### config.mk
export PLATFORM = sky130hd
export DESIGN_NAME = thermal_trip_monitor
export DESIGN_NICKNAME = d
export VERILOG_FILES = /design/src/thermal_trip_pkg.sv /design/src/thermal_trip_monitor.sv /design/src/trip_detector.sv
export SDC_FILE = /design/constraint.sdc
export NUM_CORES = 1
export LEC_CHECK = 0
export BUFFER_PORTS_ARGS = -buffer_cell sky130_fd_sc_hd__buf_2
export CORE_UTILIZATION = 50
export DETAILED_ROUTE_END_ITERATION = 12
export GPL_ROUTABILITY_DRIVEN = 0
export GPL_TIMING_DRIVEN = 0
export PLACE_DENSITY = 0.7
export SLEW_MARGIN = 20
export SYNTH_ARGS = -nofsm -noshare
export SYNTH_HDL_FRONTEND = slang
export SYNTH_SLANG_ARGS = --single-unit
### constraint.sdc
create_clock -name SYS_CLK -period 3.3 [get_ports SYS_CLK]
set_clock_uncertainty 0.05 [all_clocks]
set_input_delay 0.165 -clock SYS_CLK [delete_from_list [all_inputs] [get_ports SYS_CLK]]
set_output_delay 0.165 -clock SYS_CLK [all_outputs]
set_load 0.005 [all_outputs]
### src/thermal_trip_pkg.sv
package thermal_trip_pkg;
	localparam int NUM_SENSORS = 2;
	localparam int CODE_W = 8;
	localparam int NUM_CLASSES = 3;
	localparam int NUM_IRQ = 4;
	localparam int CLS_CAT = 0;
	localparam int CLS_HOT = 1;
	localparam int CLS_AUX = 2;
	localparam int CTRL_W = 5;
	localparam int CTL_EN = 0;
	localparam int CTL_CAT_THR = 1;
	localparam int CTL_HOT_THR = 2;
	localparam int CTL_CAT_HALT = 3;
	localparam int CTL_CAT_PIN = 4;
	localparam int SEL_W = 8;
	localparam int SEL_RISE = 0;
	localparam int SEL_FALL = 4;
	localparam int THROT_W = 8;
	localparam int LANE_W = 8;
	localparam int ADDR_W = 8;
	localparam int DATA_W = 32;
	localparam int HTRANS_ACT = 1;
	localparam logic [ADDR_W-1:0] OFS_CTRL = 8'h00;
	localparam logic [ADDR_W-1:0] OFS_THR = 8'h08;
	localparam logic [ADDR_W-1:0] OFS_STATE = 8'h10;
	localparam logic [ADDR_W-1:0] OFS_THERMO = 8'h14;
	localparam logic [ADDR_W-1:0] OFS_SEL = 8'h18;
	localparam logic [ADDR_W-1:0] OFS_CMD = 8'h30;
	localparam logic [ADDR_W-1:0] OFS_THROT = 8'h40;
	localparam logic [ADDR_W-1:0] OFS_STEP = 8'h04;
	localparam logic [CTRL_W-1:0] CTRL_RST = 5'h00;
	localparam logic [CODE_W-1:0] THR_RST = 8'h00;
	localparam logic [SEL_W-1:0] SEL_RST = 8'h00;
	localparam logic [NUM_CLASSES-1:0] CMD_RST = 3'h0;
	localparam logic [THROT_W-1:0] THROT_RST = 8'h00;

	typedef struct packed {
		logic gfx;
		logic sci;
		logic smi;
		logic serr;
	} irq_t;
endpackage

### src/thermal_trip_monitor.sv
`timescale 1ns/1ps
// Functional notes
// - Two sensors, each with its own enable bit, run independently.
// - Each sensor has catastrophic, hot and auxiliary thresholds.
// - Upward crossing of any threshold raises an enabled interrupt.
// - Catastrophic or hot trip starts memory throttling when enabled.
// - Catastrophic trip may interrupt, throttle, halt, or drive the shutdown pin.
// - Hot trip may interrupt and/or throttle, never shut down.
// - Auxiliary trip may only interrupt.
// - Trip state of every class and sensor is readable.
// - Interrupts route to control, management, error or graphics lines.
// - Each threshold has its own interrupt selection register.
// - Throttling starts in hardware with no software action.
// - Throttling applies the programmed memory throttle setting.
// - A readable thermometer value falls as temperature rises.
// - Interrupts may fire on rising or falling crossings, per selection.
// - Asserting the shutdown pin also stops internal clocks.
// - The shutdown pin stays latched until reset.
module thermal_trip_monitor #(
	parameter int NS = thermal_trip_pkg::NUM_SENSORS,
	parameter int CW = thermal_trip_pkg::CODE_W
) (
	// Clock and reset
	input wire logic SYS_CLK,
	input wire logic RST_N,
	// AHB-Lite slave
	input wire logic HSEL,
	input wire logic [thermal_trip_pkg::DATA_W-1:0] HADDR,
	input wire logic [1:0] HTRANS,
	input wire logic HWRITE,
	input wire logic [2:0] HSIZE,
	input wire logic [thermal_trip_pkg::DATA_W-1:0] HWDATA,
	input wire logic HREADY,
	output logic [thermal_trip_pkg::DATA_W-1:0] HRDATA,
	output logic HREADYOUT,
	output logic HRESP,
	// Sensor codes
	input wire logic [NS-1:0][CW-1:0] SENSOR_CODE,
	// Interrupts, one-cycle pulses
	output thermal_trip_pkg::irq_t IRQ,
	// Memory throttling
	output logic THROTTLE_REQ,
	output logic [thermal_trip_pkg::THROT_W-1:0] THROTTLE_LEVEL,
	// Shutdown
	output logic CLOCK_HALT,
	output logic OVERHEAT_SHUTDOWN_OUT_N
);
	import thermal_trip_pkg::*;

	if (NS < 1 || NS > NUM_SENSORS || CW < 1 || CW > LANE_W) begin : g_bad_param
		$error("Register map serves one or two sensors of at most a lane of code.");
	end

	typedef struct packed {
		logic [NS-1:0][CTRL_W-1:0] ctrl;
		logic [NS-1:0][NUM_CLASSES-1:0][CW-1:0] thr;
		logic [NS-1:0][NUM_CLASSES-1:0][SEL_W-1:0] sel;
		logic [NUM_IRQ-1:0][NUM_CLASSES-1:0] cmd;
		logic [THROT_W-1:0] throt;
		logic [ADDR_W-1:0] addr;
		logic addr_ok;
		logic wr_pend;
		logic rd_pend;
		logic ready;
		logic [DATA_W-1:0] rdata;
		logic [NUM_IRQ-1:0] irq;
		logic throttle;
		logic [THROT_W-1:0] throt_out;
		logic halt;
		logic shut_n;
	} mon_state_t;

	mon_state_t s;
	mon_state_t next_s;
	logic [NS-1:0][NUM_CLASSES-1:0] trip;
	logic [NS-1:0][NUM_CLASSES-1:0] rise;
	logic [NS-1:0][NUM_CLASSES-1:0] fall;
	logic [NS-1:0][CW-1:0] reading;
	logic [NUM_IRQ-1:0] irq_cause;
	logic throttle_cause;
	logic halt_cause;
	logic pin_cause;

	function automatic logic [ADDR_W-1:0] ofs(input logic [ADDR_W-1:0] base, input int idx);
		ofs = ADDR_W'(int'(base) + int'(OFS_STEP) * idx);
	endfunction

	////////////////////////////////////////////////////////////////////////////
	for (genvar i = 0; i < NS; i++) begin : g_sensor
		trip_detector #(.W(CW)) u_det (
			.clk(SYS_CLK),
			.rst_n(RST_N),
			.en(s.ctrl[i][CTL_EN]),
			.thr(s.thr[i]),
			.code_pin(SENSOR_CODE[i]),
			.reading(reading[i]),
			.trip(trip[i]),
			.rise(rise[i]),
			.fall(fall[i])
		);
	end

	////////////////////////////////////////////////////////////////////////////
	// Trip states already read low for a disabled sensor, so every action
	// below inherits the sensor enable without a second gate.
	always_comb begin
		irq_cause = '0;
		throttle_cause = 1'b0;
		halt_cause = 1'b0;
		pin_cause = 1'b0;
		for (int i = 0; i < NS; i++) begin
			for (int k = 0; k < NUM_CLASSES; k++) begin
				for (int t = 0; t < NUM_IRQ; t++) begin
					if (s.cmd[t][k] && ((rise[i][k] && s.sel[i][k][SEL_RISE + t]) ||
						(fall[i][k] && s.sel[i][k][SEL_FALL + t]))) begin
						irq_cause[t] = 1'b1;
					end
				end
			end
			// Throttling follows the trip level, so it ends once the die cools past every threshold whose throttling is enabled.
			// Only catastrophic and hot trips reach throttling; auxiliary never does.
			if ((trip[i][CLS_CAT] && s.ctrl[i][CTL_CAT_THR]) ||
				(trip[i][CLS_HOT] && s.ctrl[i][CTL_HOT_THR])) begin
				throttle_cause = 1'b1;
			end
			if (rise[i][CLS_CAT] && s.ctrl[i][CTL_CAT_HALT]) begin
				halt_cause = 1'b1;
			end
			if (rise[i][CLS_CAT] && s.ctrl[i][CTL_CAT_PIN]) begin
				pin_cause = 1'b1;
			end
		end
	end

	////////////////////////////////////////////////////////////////////////////
	always_comb begin
		logic [DATA_W-1:0] rd;
		rd = '0;
		next_s = s;
		next_s.irq = irq_cause;
		next_s.throttle = throttle_cause;
		next_s.throt_out = throttle_cause ? s.throt : THROT_RST;
		// Halting alone lets software stop the core without signalling the board.
		// The pin also stops the clocks; both stay set until reset.
		next_s.halt = s.halt || halt_cause || pin_cause;
		next_s.shut_n = s.shut_n && !pin_cause;

		for (int i = 0; i < NS; i++) begin
			if (s.addr == ofs(OFS_CTRL, i)) begin
				rd = DATA_W'(s.ctrl[i]);
			end
			if (s.addr == ofs(OFS_THR, i)) begin
				rd = DATA_W'(s.thr[i]);
			end
			for (int k = 0; k < NUM_CLASSES; k++) begin
				if (s.addr == ofs(OFS_SEL, i * NUM_CLASSES + k)) begin
					rd = DATA_W'(s.sel[i][k]);
				end
			end
		end
		for (int i = 0; i < NS; i++) begin
			if (s.addr == OFS_STATE) begin
				rd[i * LANE_W +: NUM_CLASSES] = trip[i];
			end
			if (s.addr == OFS_THERMO) begin
				rd[i * LANE_W +: CW] = reading[i];
			end
		end
		for (int t = 0; t < NUM_IRQ; t++) begin
			if (s.addr == ofs(OFS_CMD, t)) begin
				rd = DATA_W'(s.cmd[t]);
			end
		end
		if (s.addr == OFS_THROT) begin
			rd = DATA_W'(s.throt);
		end
		if (!s.addr_ok) begin
			rd = '0;
		end

		// Reads take one wait state so a write just before is always seen.
		next_s.wr_pend = 1'b0;
		next_s.rd_pend = 1'b0;
		if (s.rd_pend) begin
			next_s.rdata = rd;
			next_s.ready = 1'b1;
		end
		if (s.wr_pend && s.addr_ok) begin
			for (int i = 0; i < NS; i++) begin
				if (s.addr == ofs(OFS_CTRL, i)) begin
					next_s.ctrl[i] = HWDATA[CTRL_W-1:0];
				end
				if (s.addr == ofs(OFS_THR, i)) begin
					next_s.thr[i] = HWDATA[NUM_CLASSES*CW-1:0];
				end
				for (int k = 0; k < NUM_CLASSES; k++) begin
					if (s.addr == ofs(OFS_SEL, i * NUM_CLASSES + k)) begin
						next_s.sel[i][k] = HWDATA[SEL_W-1:0];
					end
				end
			end
			for (int t = 0; t < NUM_IRQ; t++) begin
				if (s.addr == ofs(OFS_CMD, t)) begin
					next_s.cmd[t] = HWDATA[NUM_CLASSES-1:0];
				end
			end
			if (s.addr == OFS_THROT) begin
				next_s.throt = HWDATA[THROT_W-1:0];
			end
		end
		// An access with upper address bits set still answers OKAY, but it reads zero
		// and writes nothing, so a stray pointer cannot reprogram a threshold.
		if (HSEL && HREADY && HTRANS[HTRANS_ACT]) begin
			next_s.addr = HADDR[ADDR_W-1:0];
			next_s.addr_ok = (HADDR[DATA_W-1:ADDR_W] == '0);
			next_s.wr_pend = HWRITE;
			next_s.rd_pend = !HWRITE;
			next_s.ready = HWRITE;
		end
	end

	always_ff @(posedge SYS_CLK) begin
		if (!RST_N) begin
			s <= '0;
			s.ctrl <= {NS{CTRL_RST}};
			s.thr <= {(NS * NUM_CLASSES){THR_RST}};
			s.sel <= {(NS * NUM_CLASSES){SEL_RST}};
			s.cmd <= {NUM_IRQ{CMD_RST}};
			s.throt <= THROT_RST;
			s.throt_out <= THROT_RST;
			s.ready <= 1'b1;
			s.shut_n <= 1'b1;
		end else begin
			s <= next_s;
		end
	end

	assign HRDATA = s.rdata;
	assign HREADYOUT = s.ready;
	assign HRESP = 1'b0;
	assign IRQ = irq_t'(s.irq);
	assign THROTTLE_REQ = s.throttle;
	assign THROTTLE_LEVEL = s.throt_out;
	assign CLOCK_HALT = s.halt;
	assign OVERHEAT_SHUTDOWN_OUT_N = s.shut_n;
endmodule

### src/trip_detector.sv
`timescale 1ns/1ps
module trip_detector #(
	parameter int W = thermal_trip_pkg::CODE_W
) (
	// Clock and reset
	input wire logic clk,
	input wire logic rst_n,
	// Control
	input wire logic en,
	input wire logic [thermal_trip_pkg::NUM_CLASSES-1:0][W-1:0] thr,
	// Sensor code from the analog side
	input wire logic [W-1:0] code_pin,
	// Results
	output logic [W-1:0] reading,
	output logic [thermal_trip_pkg::NUM_CLASSES-1:0] trip,
	output logic [thermal_trip_pkg::NUM_CLASSES-1:0] rise,
	output logic [thermal_trip_pkg::NUM_CLASSES-1:0] fall
);
	import thermal_trip_pkg::*;

	if (W < 1 || W > LANE_W) begin : g_bad_width
		$error("Code width does not fit a status lane.");
	end

	typedef struct packed {
		logic [W-1:0] sync1;
		logic [W-1:0] sync2;
		logic [W-1:0] reading;
		logic [NUM_CLASSES-1:0] trip;
		logic [NUM_CLASSES-1:0] rise;
		logic [NUM_CLASSES-1:0] fall;
	} det_state_t;

	det_state_t s;
	det_state_t next_s;

	////////////////////////////////////////////////////////////////////////////
	// The code is synchronised bit by bit; a code that moves mid-sample may be
	// seen one cycle late, which is harmless for a slow thermal trend.
	always_comb begin
		next_s = s;
		next_s.sync1 = code_pin;
		next_s.sync2 = s.sync1;
		if (en) begin
			next_s.reading = s.sync2;
		end
		for (int k = 0; k < NUM_CLASSES; k++) begin
			// A lower code means a hotter die, so a trip is a code at or below the threshold.
			next_s.trip[k] = en && (s.sync2 <= thr[k]);
			next_s.rise[k] = next_s.trip[k] && !s.trip[k];
			next_s.fall[k] = en && !next_s.trip[k] && s.trip[k];
		end
	end

	always_ff @(posedge clk) begin
		if (!rst_n) begin
			s <= '0;
		end else begin
			s <= next_s;
		end
	end

	assign reading = s.reading;
	assign trip = s.trip;
	assign rise = s.rise;
	assign fall = s.fall;
endmodule
* Word level (Yosys, flattened, before mapping)
Index checks and enable logic that the tools add are counted.
Word-level totals: bits in registers 251, bits of input ports 90, output and inout bits 49, logic and storage cells 286
Operators by class: order comparisons 6, equality and inequality tests 16, mux-type cells 52, reductions and logical operators 170
Operators with widths (number):
- $mux 32 | 15
- $logic_and 1x1->1 | 108
- $eq 8x6->1 const B | 8
- $le 8x8->1 | 6
- $reduce_and 2->1 | 17
- $mux 33 | 1
- $eq 8x5->1 const B | 4
- $mux 1 | 31
- $logic_or 1x1->1 | 28
- $logic_not 24->1 | 1
- $eq 8x4->1 const B | 2
- $mux 8 | 2
- $logic_not 1->1 | 14
- $eq 8x3->1 const B | 1
- $eq 8x7->1 const B | 1
- $logic_not 8->1 | 1
- $mux 3 | 2
- $mux 5 | 1
- $reduce_bool 2->1 | 1

* Logic depth before layout (Yosys ltp)
depth after elaboration 21, gate-level depth with buffers 9, depth with buffers taken out 8

* By module
From an unflattened synthesis, not the netlist that was laid out.
Unflattened totals: cells, all modules 1358, area total of the unflattened synthesis 12094.1 um^2
By module, submodules not included:
- thermal_trip_monitor | instances 1, cells each 1008, area an instance 8605.8 um^2, seq. area each 3543.4 um^2
- trip_detector | instances 2, cells each 175, area an instance 1744.2 um^2, seq. area each 660.6 um^2

* Worst setup path after synthesis
No wires, ideal clock.
path kind register to register, start point register s[55] (netlist bit), end point register s (netlist bit HRDATA[5]), setup time 0.125 ns, arrival time 1.801 ns, required time 3.125 ns, setup slack 1.324 ns, cell stages (with the launch flop) 8, path buffers 2, period minus slack after synthesis 1.976 ns, cells stage by stage dfxtp_1 -> buf_4 -> or3_1 -> clkbuf_1 -> o21a_1 -> a221o_1 -> a2111oi_2 -> nor2_1
On the way: longest elaborated chain between the ends 17, elaborated cells between the ends (all ways) 31, classes of those cells eq/ne: 15; mux: 16
RTL lines:
- start, declared | RTL line thermal_trip_monitor.sv:73 | mon_state_t s;
- start signal, assigned | RTL line thermal_trip_monitor.sv:234 | s <= next_s;
- $eq 8x4->1 | RTL line thermal_trip_monitor.sv:152 | if (s.addr == ofs(OFS_THR, i)) begin
- $mux 32 | RTL line thermal_trip_monitor.sv:152
- $mux 32 (3 in a row) | RTL line thermal_trip_monitor.sv:156 | if (s.addr == ofs(OFS_SEL, i * NUM_CLASSES + k)) begin
- $mux 32 | RTL line thermal_trip_monitor.sv:149 | if (s.addr == ofs(OFS_CTRL, i)) begin
- $mux 32 | RTL line thermal_trip_monitor.sv:152
- $mux 32 (3 in a row) | RTL line thermal_trip_monitor.sv:156
- $mux 8 | RTL line thermal_trip_monitor.sv:165 | if (s.addr == OFS_THERMO) begin
- $mux 32 (4 in a row) | RTL line thermal_trip_monitor.sv:170 | if (s.addr == ofs(OFS_CMD, t)) begin
- $mux 32 (*) | RTL line thermal_trip_monitor.sv:174 | if (s.addr == OFS_THROT) begin
- $mux 32 (*) | RTL line thermal_trip_monitor.sv:177 | if (!s.addr_ok) begin
Every way passes the cells marked *; elsewhere a longest branch is shown, timed or not. A chain may end at the register's enable or synchronous reset.

* Final worst setup path
start point register s[53] (netlist bit), end point register s (netlist bit HRDATA[4])
On the way: longest elaborated chain between the ends 18, elaborated cells between the ends (all ways) 33, classes of those cells eq/ne: 15; mux: 17; reduce/logical: 1
RTL lines (RTL line):
- $logic_not 8->1 | thermal_trip_monitor.sv:149
- $mux 5 | thermal_trip_monitor.sv:149
- $mux 32 | thermal_trip_monitor.sv:152
- $mux 32 (3 in a row) | thermal_trip_monitor.sv:156
- $mux 32 | thermal_trip_monitor.sv:149
- $mux 32 | thermal_trip_monitor.sv:152
- $mux 32 (3 in a row) | thermal_trip_monitor.sv:156
- $mux 8 | thermal_trip_monitor.sv:165
- $mux 32 (4 in a row) | thermal_trip_monitor.sv:170
- $mux 32 (*) | thermal_trip_monitor.sv:174
- $mux 32 (*) | thermal_trip_monitor.sv:177
Marks and branches as above.

==> out/metrics.cfg <==
[global_routing]
overflow = 0
antenna_found_initial = 0
grt_usage_pct = 33.39
grt_pass1_wl_um = 60450
first_global_vias = 10600
grt_max_degree = 14

[min_path]
hold_class = input pin to register

[clocking]
clock_path_buffers = 3
htree_levels = 1
cts_tree = built
post-cts-setup-buffer-count = 0
clk_root_buffer_cell = clkbuf_16
cts-resized-gates = 0
clk_pin_slew_ns = 0.07
cts_sinks = 243
cts_buffers = 26
cts-hold-fix-buffers = 51
clk_latency_ns = 0.55

[place]
dp_slack_ns = 0.5017
portBuffers = 113
hpwl_um = 28930

[timing]
slew_viol_final = 0
tns_ns = 0
period_needed_ns = 3.118
hold_viol = 0
rsz0062_at_grt = false
relSlewSlack_pct = 24.95
tightest_slew_ns = 1.123
fin_hold_ws_ns = 0.1647
max_freq_mhz = 320.7
final.setup.worst_slack_ns = 0.1821
setup_viol = 0
finalCritPeriodShare_pct = 94.48

[route]
viasPerCell = 5.953
finalWirelength_um = 39800
antenna_left = 0
num_vias = 11370
wl_per_cell_um = 20.84
drtIter0Drc = 1473
drt-pass1-iter-count = 8
drcViolationCount = 0

[critical_path]
crit_path_start_kind = register
required_ns = 3.64
endpoint_kind = register
cp.arrival_ns = 3.46
worst-path-max-fanout = 10
crit_type = register to register

[synthesis]
synth_edf_count = 0
ys_types = 67
yosysSeqAreaShare_pct = 42.06
synth_area_leaders = dfxtp_1 42%, nand2_1 8.1%, a21oi_1 7.1%
netlist_instances = 1406
yosysTopAreaCellShare_pct = 42.06
ys_top_cells_by_count = 249 x nand2_1, 243 x dfxtp_1, 163 x a21oi_1, 83 x nor2_1, 63 x nand3_1
netlist_area_mm2 = 0.01156
synth.most_common_cell = nand2_1
ys.warnings.count = 0
synth_flop_cell = dfxtp_1
synth_area_leader_cell = dfxtp_1
ys_ff_latch = 243
async_reset_ff_share_pct = 0
syn_avg_cell_area_um2 = 8.225

[final_layout]
postLayoutCoreUtil_pct = 61.43
nets = 1744
syn_to_final_growth_pct = 20.25
n_antenna_cell = 0
drive_gt1_share_pct = 15.20
fillCellCount = 2025

[pwr]
power_density_mw_per_mm2 = 463.3
peakVddDrop_v = 0.0003767
power.leakage_nw = 5.271

[floorplan]
dieArea_mm2 = 0.02374
core-area_mm2 = 0.02264
chipHeight_um = 154.1
fp.dieW_um = 154.1
core.rowCount = 55
ios = 139
initial_core_util_pct = 51.08

[status]
status = finished, final reports clean

[run]
cap_violations = 0

[cells by family (layout without fill, tap and decap cells)]
kind of cell	Yosys count	count (layout)	synth area share, %
fa+ha+maj	48	48	5.193
other cells	1	9	0.03243
mux	39	39	3.419
flops	243	243	42.06
simple gates	552	552	22.61
buf+inv	180	391	7.800
compound gates	343	343	18.88
[sequential cells by signal, indices dropped and copies added (netlist names)]
| register | cells |
|---|---|
| s | 137 |
| HRDATA | 24 |
| g_sensor.u_det.next_s | 16 |
| g_sensor.u_det.reading | 16 |
| g_sensor.u_det.s | 16 |
| THROTTLE_LEVEL | 8 |
| g_sensor.u_det.fall | 6 |
| g_sensor.u_det.rise | 6 |
| g_sensor.u_det.trip | 6 |
| IRQ | 4 |
| CLOCK_HALT | 1 |
| HREADYOUT | 1 |
| OVERHEAT_SHUTDOWN_OUT_N | 1 |
| THROTTLE_REQ | 1 |
[through the flow]
step / area [um2] / total power [mW] / cells
final: 13910 / 6.443 / 1910
after global routing: 13910 / 6.611 / 1910
after CTS: 13910 / 6.440 / 1910
after detailed placement: 12520 / 3.440 / 1812
after global placement: 12520 / 3.434 / 1812
after floorplan: 11590 / 3.270 / 1414
[cell usage in the layout, fill, tap and decap left out, types with 9 or more instances in the layout]
| master | count |
|---|---|
| o21a_1 | 14 |
| o21ai_0 | 29 |
| a22o_1 | 17 |
| dlygate4sd3_1 | 51 |
| buf_2 | 135 |
| buf_4 | 49 |
| ha_1 | 48 |
| nand2_1 | 249 |
| conb_1 | 9 |
| and3_1 | 17 |
| nand4_1 | 9 |
| a22oi_1 | 44 |
| inv_1 | 50 |
| dfxtp_1 | 243 |
| and2_1 | 52 |
| nor2_1 | 83 |
| nor2b_1 | 19 |
| a21oi_1 | 163 |
| o2bb2ai_1 | 9 |
| nand3_1 | 63 |
| nor3_1 | 15 |
| clkbuf_16 | 27 |
| clkbuf_1 | 57 |
| nor4_1 | 9 |
| a21o_1 | 16 |
| mux2i_1 | 35 |
[per-layer routing]
metal | GRT usage, % | share of wire [%] | vias up
li1 | - | - | 5243
met1 | 42.71 | 40 | 5236
met2 | 51.23 | 43 | 738
met3 | 7.976 | 11 | 154
met4 | 19.71 | 6.4 | 0
met5 | 0 | 0 | -
[final cells by class]
class | instances | area (um2) | area share, %
inverter | 51 | 191.4 | 1.377
tap | 285 | 356.6 | 2.564
sequential | 243 | 4865 | 34.98
multi-input combinational | 991 | 5829 | 41.92
timing repair buffer | 164 | 1076 | 7.737
clock inverter | 12 | 142.6 | 1.026
buffer | 129 | 710.7 | 5.110
clock buffer | 35 | 735.7 | 5.290
[worst max-delay path, stage by stage, from the launching register on]
cell	delay (ns)
dfxtp_1	0.35
buf_2	0.26
buf_2	0.29
buf_1	0.57
o21ai_0	0.20
nand2_1	0.10
a21oi_1	0.07
a2111oi_1	0.95
o21ai_1	0.15
[worst paths after layout]
check	start	end	slack, ns	cells past startpoint
hold / removal	HWDATA[5]	s[64]	0.16	3
setup reg to reg	s[53]	HRDATA[4]	0.18	8
hold reg to reg	g_sensor[1].u_det.next_s[22]	g_sensor[1].u_det.s[22]	0.38	1
setup / recovery	s[53]	HRDATA[4]	0.18	8
[power breakdown]
part           leakage (nW)  internal, mW  switching [mW]
Clock                 0.427          1.79            1.21
Sequential             1.96          2.96          0.0197
Combinational          2.88         0.181           0.284
(Power assumes the default switching activity.)
